File: config.mk
export PLATFORM = sky130hd
export DESIGN_NAME = mcr_regs
export DESIGN_NICKNAME = d
export VERILOG_FILES = /design/src/hdl/mcr_pkg.sv /design/src/hdl/mcr_regs.sv /design/src/hdl/mcr_osc_ctrl.sv
export VERILOG_INCLUDE_DIRS = /design/src /design/src/hdl
export SDC_FILE = /design/constraint.sdc
export NUM_CORES = 1
export LEC_CHECK = 0
export BUFFER_PORTS_ARGS = -buffer_cell sky130_fd_sc_hd__buf_2
export CAP_MARGIN = 20
export CORE_ASPECT_RATIO = 0.7
export CORE_MARGIN = 5
export CORE_UTILIZATION = 44
export DETAILED_ROUTE_END_ITERATION = 7
export PLACE_DENSITY = 0.76
export SLEW_MARGIN = 20
export SYNTH_ARGS = -nofsm -noshare
export SYNTH_HDL_FRONTEND = slang
export SYNTH_SLANG_ARGS = --single-unit
export TNS_END_PERCENT = 50
File: constraint.sdc
create_clock -name clk -period 1.7 [get_ports clk]
set_input_delay 0.255 -clock clk [delete_from_list [all_inputs] [get_ports clk]]
set_output_delay 0.255 -clock clk [all_outputs]
set_load 0.05 [all_outputs]
File: src/hdl/mcr_defs.svh
`ifndef MCR_DEFS_SVH
`define MCR_DEFS_SVH

// register offsets (printed offsets not multiples of four: index, byte address = 4*index)
`define MCR_IDX_PWR_CFG      8'ha9
`define MCR_IDX_HALT_CFG     8'hac
`define MCR_IDX_SMUX_CFG     8'haf
`define MCR_IDX_STATUS       8'hb0
// address window bounds picked by the bank select bit
`define MCR_WIN_UP_LO        8'h60
`define MCR_WIN_UP_HI        8'h74
`define MCR_WIN_LOW_LO       8'h80
// field positions
`define MCR_BIT_LOW_POWER    5
`define MCR_BIT_BANK_SEL     4
`define MCR_BIT_WAIT_X16     2
`define MCR_BIT_HALT_ON_IRQ  4
`define MCR_SMUX_OP_LO       3
`define MCR_SMUX_OP_HI       4
`define MCR_BIT_OSC_HALTED   0
// reset values
`define MCR_RST_PWR_CFG      8'h00
`define MCR_RST_HALT_CFG     8'h0c
`define MCR_RST_SMUX_CFG     8'h10
`define MCR_RST_STATUS       8'h00
// wait extension factor as a shift
`define MCR_WAIT_X16_SHIFT   4

`endif

File: src/hdl/mcr_pkg.sv
package mcr_pkg;

  typedef enum logic [1:0] {
    MCR_OP_INIT_ROM  = 2'b00,
    MCR_OP_READ_CHN  = 2'b01,
    MCR_OP_WRITE_CHN = 2'b10,
    MCR_OP_RESERVED  = 2'b11
  } mcr_op_e;

  typedef enum logic [1:0] {
    MCR_OSC_RUN     = 2'b00,
    MCR_OSC_HALTED  = 2'b01,
    MCR_OSC_LOW_PWR = 2'b10
  } mcr_osc_e;

  typedef struct packed {
    logic        psel;
    logic        penable;
    logic        pwrite;
    logic [11:0] paddr;
    logic [31:0] pwdata;
  } mcr_apb_req_s;

  typedef struct packed {
    logic        osc_run;
    logic        low_power;
    logic        bank_upper;
    logic [11:0] wait_period;
    mcr_op_e     smux_op;
  } mcr_ctrl_s;

endpackage

File: src/hdl/mcr_regs.sv
// The implementer's own choice: the APB register port.
`timescale 1ns/1ps
`include "mcr_defs.svh"

// Notes on behaviour
// RQ1: with low power idle set, the device drops to low power whenever all functions idle or wait.
// RQ2: with the bank select bit clear, accesses reach addresses 0x80 and above.
// RQ3: with the bank select bit set, accesses reach addresses 0x60 through 0x74.
// RQ4: with wait extension set, the wait period setting is multiplied by sixteen.
// RQ5: with halt on interrupt set, the oscillator stops while any interrupt is active.
// RQ6: the oscillator halted flag is set whenever the oscillator stops for an interrupt.
// RQ7: the oscillator restarts only after interrupts and the halted flag are both cleared.
// RQ8: the two-bit switch matrix operation field at bits 4:3 resets to 2 and picks the op.
// RQ9: codes are 0 init from defaults, 1 chain to RAM, 2 RAM to chain, 3 reserved.
// RQ10: the host must not change the op field during an operation nor write code 3.
// RQ11: reserved bits 3:0 of the halt config register reset to 0xc, the rest to zero.
// RQ12: the host writes reserved bits back with their reset values by read-modify-write.

module mcr_regs #(
  parameter int WAIT_W = 8
) (
  // clock and reset
  input  wire logic              clk,
  input  wire logic              sys_rst,
  input  wire logic              clk_en,
  // apb slave
  input  wire logic              psel,
  input  wire logic              penable,
  input  wire logic              pwrite,
  input  wire logic [11:0]       paddr,
  input  wire logic [31:0]       pwdata,
  output logic [31:0]            prdata,
  output logic                   pready,
  output logic                   pslverr,
  // device side
  input  wire logic [WAIT_W-1:0] wait_period_setting,
  input  wire logic              irq_active,
  input  wire logic              all_idle,
  input  wire logic              smux_busy,
  input  wire logic [7:0]        host_reg_addr,
  // controls out
  output logic [WAIT_W+3:0]      wait_period_eff,
  output logic                   bank_upper,
  output logic [7:0]             mapped_addr,
  output logic                   mapped_valid,
  output logic [1:0]             switch_matrix_op,
  output logic                   osc_run,
  output logic                   low_power_active,
  output logic                   osc_halted_flag
);

  typedef struct packed {
    logic [7:0]          pwr_cfg;
    logic [7:0]          halt_cfg;
    logic [7:0]          smux_cfg;
    logic                halted;
    logic [31:0]         rdata;
    logic                ready;
    logic                slverr;
    logic [WAIT_W+3:0]   wait_eff;
    logic [7:0]          maddr;
    logic                mvalid;
    logic                run;
    logic                lp;
  } mcr_reg_st_s;

  mcr_reg_st_s r_q, r_d;

  mcr_pkg::mcr_osc_e osc_state;
  logic              halt_event;

  mcr_osc_ctrl i_mcr_osc_ctrl (
    .clk          (clk),
    .sys_rst      (sys_rst),
    .clk_en       (clk_en),
    .halt_on_irq  (r_q.halt_cfg[`MCR_BIT_HALT_ON_IRQ]),
    .low_power_en (r_q.pwr_cfg[`MCR_BIT_LOW_POWER]),
    .irq_active   (irq_active),
    .all_idle     (all_idle),
    .halted_flag  (r_q.halted),
    .state        (osc_state),
    .halt_event   (halt_event)
  );

  logic        acc;
  logic [9:0]  idx;
  logic        addr_ok;
  logic        wr_halted_clr;

  always_comb begin
    r_d           = r_q;
    acc           = psel && penable && !r_q.ready;
    idx           = paddr[11:2];
    addr_ok       = (paddr[1:0] == 2'b00);
    wr_halted_clr = 1'b0;
    r_d.ready     = 1'b0;
    r_d.slverr    = 1'b0;
    if (acc) begin
      r_d.ready = 1'b1;
      r_d.rdata = 32'h0000_0000;
      if (addr_ok && idx == {2'b00, `MCR_IDX_PWR_CFG}) begin
        if (pwrite) begin
          r_d.pwr_cfg = pwdata[7:0];
        end else begin
          r_d.rdata = {24'h00_0000, r_q.pwr_cfg};
        end
      end else if (addr_ok && idx == {2'b00, `MCR_IDX_HALT_CFG}) begin
        if (pwrite) begin
          r_d.halt_cfg = pwdata[7:0];
        end else begin
          r_d.rdata = {24'h00_0000, r_q.halt_cfg};
        end
      end else if (addr_ok && idx == {2'b00, `MCR_IDX_SMUX_CFG}) begin
        if (pwrite) begin
          // busy or reserved code is refused with an error, field kept
          if (smux_busy || pwdata[`MCR_SMUX_OP_HI:`MCR_SMUX_OP_LO] == 2'b11) begin // [RQ10]
            r_d.slverr = 1'b1;
          end else begin
            r_d.smux_cfg = pwdata[7:0]; // [RQ8]
          end
        end else begin
          r_d.rdata = {24'h00_0000, r_q.smux_cfg};
        end
      end else if (addr_ok && idx == {2'b00, `MCR_IDX_STATUS}) begin
        if (pwrite) begin
          wr_halted_clr = pwdata[`MCR_BIT_OSC_HALTED];
        end else begin
          r_d.rdata = {24'h00_0000, 5'h00, osc_state, r_q.halted};
        end
      end else begin
        r_d.slverr = 1'b1;
      end
    end
    // set wins over a simultaneous clear
    if (halt_event) begin
      r_d.halted = 1'b1; // [RQ6]
    end else if (wr_halted_clr) begin
      r_d.halted = 1'b0; // [RQ7]
    end
    if (r_q.pwr_cfg[`MCR_BIT_WAIT_X16]) begin
      r_d.wait_eff = {wait_period_setting, 4'h0}; // [RQ4]
    end else begin
      r_d.wait_eff = {4'h0, wait_period_setting};
    end
    if (r_q.pwr_cfg[`MCR_BIT_BANK_SEL]) begin
      r_d.mvalid = (host_reg_addr >= `MCR_WIN_UP_LO)
                   && (host_reg_addr <= `MCR_WIN_UP_HI); // [RQ3]
    end else begin
      r_d.mvalid = (host_reg_addr >= `MCR_WIN_LOW_LO); // [RQ2]
    end
    r_d.maddr = host_reg_addr;
    r_d.run   = (osc_state != mcr_pkg::MCR_OSC_HALTED); // [RQ5]
    r_d.lp    = (osc_state == mcr_pkg::MCR_OSC_LOW_PWR); // [RQ1]
  end

  always_ff @(posedge clk or posedge sys_rst) begin
    if (sys_rst) begin
      r_q.pwr_cfg  <= `MCR_RST_PWR_CFG;
      r_q.halt_cfg <= `MCR_RST_HALT_CFG; // [RQ11]
      r_q.smux_cfg <= `MCR_RST_SMUX_CFG; // [RQ8]
      r_q.halted   <= 1'b0;
      r_q.rdata    <= 32'h0000_0000;
      r_q.ready    <= 1'b0;
      r_q.slverr   <= 1'b0;
      r_q.wait_eff <= '0;
      r_q.maddr    <= 8'h00;
      r_q.mvalid   <= 1'b0;
      r_q.run      <= 1'b1;
      r_q.lp       <= 1'b0;
    end else if (clk_en) begin
      r_q <= r_d;
    end
  end

  assign prdata           = r_q.rdata;
  assign pready           = r_q.ready;
  assign pslverr          = r_q.slverr;
  assign wait_period_eff  = r_q.wait_eff;
  assign bank_upper       = r_q.pwr_cfg[`MCR_BIT_BANK_SEL];
  assign mapped_addr      = r_q.maddr;
  assign mapped_valid     = r_q.mvalid;
  assign switch_matrix_op = r_q.smux_cfg[`MCR_SMUX_OP_HI:`MCR_SMUX_OP_LO]; // [RQ9]
  assign osc_run          = r_q.run;
  assign low_power_active = r_q.lp;
  assign osc_halted_flag  = r_q.halted;

  // byte addresses, four times the register index
  localparam logic [11:0] ADDR_HALT = {2'b00, `MCR_IDX_HALT_CFG, 2'b00};
  localparam logic [11:0] ADDR_SMUX = {2'b00, `MCR_IDX_SMUX_CFG, 2'b00};
  localparam logic [11:0] ADDR_STAT = {2'b00, `MCR_IDX_STATUS, 2'b00};
endmodule

File: src/hdl/mcr_osc_ctrl.sv
`timescale 1ns/1ps
`include "mcr_defs.svh"

module mcr_osc_ctrl (
  // clock and reset
  input  wire logic          clk,
  input  wire logic          sys_rst,
  input  wire logic          clk_en,
  // controls
  input  wire logic          halt_on_irq,
  input  wire logic          low_power_en,
  input  wire logic          irq_active,
  input  wire logic          all_idle,
  input  wire logic          halted_flag,
  // result
  output mcr_pkg::mcr_osc_e  state,
  output logic               halt_event
);

  typedef struct packed {
    mcr_pkg::mcr_osc_e st;
    logic              ev;
  } mcr_osc_st_s;

  mcr_osc_st_s r_q, r_d;

  always_comb begin
    r_d    = r_q;
    r_d.ev = 1'b0;
    case (r_q.st)
      mcr_pkg::MCR_OSC_RUN: begin
        if (halt_on_irq && irq_active) begin // [RQ5]
          r_d.st = mcr_pkg::MCR_OSC_HALTED;
          r_d.ev = 1'b1; // [RQ6]
        end else if (low_power_en && all_idle) begin // [RQ1]
          r_d.st = mcr_pkg::MCR_OSC_LOW_PWR;
        end
      end
      mcr_pkg::MCR_OSC_HALTED: begin
        // both the interrupts and the halted flag must be gone
        if (!irq_active && !halted_flag) begin // [RQ7]
          r_d.st = mcr_pkg::MCR_OSC_RUN;
        end
      end
      mcr_pkg::MCR_OSC_LOW_PWR: begin
        if (halt_on_irq && irq_active) begin // [RQ5]
          r_d.st = mcr_pkg::MCR_OSC_HALTED;
          r_d.ev = 1'b1;
        end else if (!(low_power_en && all_idle)) begin // [RQ1]
          r_d.st = mcr_pkg::MCR_OSC_RUN;
        end
      end
      default: r_d.st = mcr_pkg::MCR_OSC_RUN;
    endcase
  end

  always_ff @(posedge clk or posedge sys_rst) begin
    if (sys_rst) begin
      r_q <= '{st: mcr_pkg::MCR_OSC_RUN, ev: 1'b0};
    end else if (clk_en) begin
      r_q <= r_d;
    end
  end

  assign state      = r_q.st;
  assign halt_event = r_q.ev;

endmodule

==> parameters.txt <==
Parameter                              Value

Hold path
  Type of the most critical hold path    in2reg
  WHS Path Cells    3
  Endpoint with the worst hold slack    wait_period_eff[0]
  Hold Crit Start    wait_period_setting[0]

Clock tree
  Clk root buf    sky130_fd_sc_hd__clkbuf_8
  # clock sinks    61
  H-tree Lvls    3
  Clock tree from TritonCTS    built
  CTS clock-pin slew for the worst setup and hold paths    70 ps
  Clock buffer count from CTS    9
  Maximum clock path buffer count    2
  Skew-Pair Late Insertion Delay    340 ps

Power
  Pleak    roughly 2.0 nW
  PnR Total Power    3.53 mW
  Peak supply drop    0.421 mV
  Cell area power density    approximately 900 nW/um^2

Timing
  Unrepaired setup endpoints after global routing    true
  Period Utilization, post-route    103%
  Setup skew after layout    9.86 ps
  Fmax    0.572 GHz
  Final setup violation count    6
  Final count of hold timing violations    0
  Min Clock Period, post-route    about 1700 ps
  Max-slew violation total from the final report    0
  Worst Setup Slack, final    -49.6 ps

Routing
  Number of detailed-route iterations in the first pass    4
  Wire length per cell after detailed routing    15.5 microns
  Final Routed Wirelength    7660 microns
  Initial DRC count    114
  Vias    ~2500
  Antenna viol nets, final    0
  DR vias/cell    4.98
  Remaining design rule violation count    0

Yosys
  Sequential area share after synthesis    46.8%
  Syn Area/Cell    roughly 10 sq um
  Simple-gate share of the synthesized area    approximately 15%
  Yosys warns    0
  Largest family of logic cells by synthesized area    buffers and inverters
  Commonest register cell after synthesis    sky130_fd_sc_hd__dfrtp_1
  Fraction of the mapped netlist area in adder cells    0%
  Compound-gate portion of the synthesized area    10.4%
  Post-synthesis cell count    314
  Async S/R FF share, synth    100%
  Unique cell type count in the Yosys netlist    between 40 and 50
  Fraction of synthesized area in multiplexers    12.2%
  Cell area after synthesis    3270 sq um
  Number of synthesized flops with an enable pin    0
  Post-Synth XOR/XNOR Area    0%
  Count of state elements after synthesis    61

Global route
  Vias in the first global route    2524
  Grt ovf    0
  Pin count of the biggest net entering global routing    48
  Wire length of the first global-routing pass    ~12000 microns
  Number of antenna violations at the first check in global routing    0
  GRT Resource Usage Total    16.9%

Place
  I/O Buffers    81
  Cell area after placement    3710 sq um
  Post-DP HPWL    5820 microns
  Setup slack after placement    -156 ps
  Gpl congestion    0.895

Run
  Max-Cap Viols    0

Die
  Effective utilization at floorplan    around 45%
  Core footprint    7250 sq um
  Std cell rows    26
  Top-Level Pins    130
  Die Span X    113 microns
  Die area    9280 sq um
  Floorplan die height    82.1 microns

Worst setup path
  CP cell instances    buf_6 -> nand4b_1 -> nor4_4 -> buf_6 -> mux2_4
  Required time of the critical path    roughly 1900 ps
  Biggest cell delay along the critical path    410 ps
  Critical R2R Launch    pready
  Critical Setup Path Class    reg2reg
  Cell mode on critical path    sky130_fd_sc_hd__buf_6
  Worst reg-to-reg path cell count    5
  Worst R2R Setup Slack    -50 ps
  Critical-path maximum fanout    5
  Nature of the critical path endpoint    flop
  Critical register-to-register path endpoint    r_q[71]
  Critical path's slowest cell    sky130_fd_sc_hd__dfrtp_2
  Buffer and inverter count on the worst path    2
  Data arrival time of the critical path    between 1500 and 2000 ps
  Critical Path Source Type    flop
  Family of cells with the greatest summed delay on the critical path    simple AND/OR/NAND/NOR gates

Finish
  Fin area    3970 sq um
  Post-Route Utilization    54.8%
  Register area    1530 sq um
  Number of inserted filler cells in the final layout    636
  Footprint of the multi-input gates    around 1400 sq um
  Synthesis-to-layout area growth    21.5%
  Number of nets in the final layout    461
  Diodes inserted    0
  Share of post-route cells with drive strength above 1    44.1%

Run status
  Outcome    finished, violations left
  Violations in the final reports    setup timing
what timing repair did:
action,CTS,global route
hold buffers,1,0
pin swaps,1,0
buffers inserted,1,1
endpoints found under the setup margin,19,18
gates resized for setup,4,5
endpoints found under the hold margin,14,0
report_power, final:
part	total [mW]	switching, mW	internal [mW]
logic	0.635	0.471	0.164
clock network	1.37	0.542	0.825
registers	1.53	0.0299	1.50
worst max path at each step:
stage	start	slack [ps]	end	depth (start not counted)
final	pready	-50	r_q[71]	5
after global routing	pready	-110	r_q[66]	5
after CTS	pready	-80	r_q[66]	5
after detailed placement	paddr[3]	-160	r_q[73]	6
after global placement	paddr[3]	-80	r_q[70]	6
after floorplan	pready	-170	bank_upper	5
cells in the mapped netlist (all sizes together), types with 2 or more instances:
| master | count | area, sq um |
|---|---|---|
| dfrtp | 57 | 1430 |
| buf | 56 | 415 |
| mux2 | 32 | 360 |
| nand2 | 27 | 101 |
| o21ai | 22 | 110 |
| inv | 14 | 52.6 |
| nor2 | 13 | 48.8 |
| a21oi | 10 | 50.1 |
| clkbuf | 9 | 33.8 |
| nand3 | 8 | 40.0 |
| nor3b | 8 | 65.1 |
| nor2b | 5 | 31.3 |
| a211oi | 4 | 30.0 |
| dfstp | 4 | 105 |
| mux2i | 4 | 40.0 |
| nand4 | 4 | 31.3 |
| o31ai | 4 | 30.0 |
| a31o | 3 | 26.3 |
| nand2b | 3 | 18.8 |
| o2bb2ai | 3 | 26.3 |
| a21o | 2 | 15.0 |
| a31oi | 2 | 12.5 |
| and3 | 2 | 12.5 |
| nand4b | 2 | 17.5 |
| nor3 | 2 | 32.5 |
| or2 | 2 | 12.5 |
cells in the final DEF (no fill, tap or decap), types with 5 or more instances in the layout:
| cell | count |
|---|---|
| sky130_fd_sc_hd__a21oi_1 | 10 |
| sky130_fd_sc_hd__nand2_1 | 26 |
| sky130_fd_sc_hd__inv_1 | 13 |
| sky130_fd_sc_hd__o21ai_0 | 22 |
| sky130_fd_sc_hd__nor3b_1 | 7 |
| sky130_fd_sc_hd__dfrtp_1 | 56 |
| sky130_fd_sc_hd__clkbuf_8 | 9 |
| sky130_fd_sc_hd__nor2b_1 | 5 |
| sky130_fd_sc_hd__nor2_1 | 13 |
| sky130_fd_sc_hd__conb_1 | 24 |
| sky130_fd_sc_hd__buf_2 | 81 |
| sky130_fd_sc_hd__mux2_4 | 14 |
| sky130_fd_sc_hd__buf_4 | 22 |
| sky130_fd_sc_hd__nand3_1 | 8 |
| sky130_fd_sc_hd__mux2_2 | 18 |
area by class of cell:
class | instances | share of cell area (%)
multi-input combinational | 197 | 35.4
clock buffer | 12 | 3.40
sequential | 61 | 38.6
timing repair buffer | 109 | 16.3
inverter | 14 | 1.42
clock inverter | 4 | 1.83
tap | 98 | 3.09
state kept, by name, indices dropped and copies added (netlist names), 2 cells and up:
signal and flops:
prdata 8, mapped_addr 8, r_q 21, wait_period_eff 12, i_mcr_osc_ctrl.state 2, switch_matrix_op 2
kinds of logic after synthesis:
family	count (synthesis)
multiplexers	36
AO/OA/AOI/OAI	55
flip-flops	61
AND/OR/NAND/NOR	82
other	1
buffers and inverters	79
metrics by stage:
stage / TNS, ps / hold WS (ps) / instances
finish: -235 / 144 / 495
global route: -789 / 136 / 495
CTS: -466 / 124 / 494
detailed placement: -1660 / 248 / 476
global placement: -822 / 245 / 476
floorplan: -3380 / 366 / 337
worst reg2reg max path: cells and delay by family, from the launching register on:
family                 cells  cell delay, ps
AND/OR/NAND/NOR            2             620
flip-flops                 1             410
buffers and inverters      2             310
multiplexers               1             310
per-layer routing:
metal	vias up	wire [microns]	track usage (%)
met5	-	0	0
li1	1172	-	-
met3	2	792	6.70
met4	0	18	3.96
met1	1199	3400	22.3
met2	94	3450	26.5
Note: power is estimated with default switching activity, not from simulation.
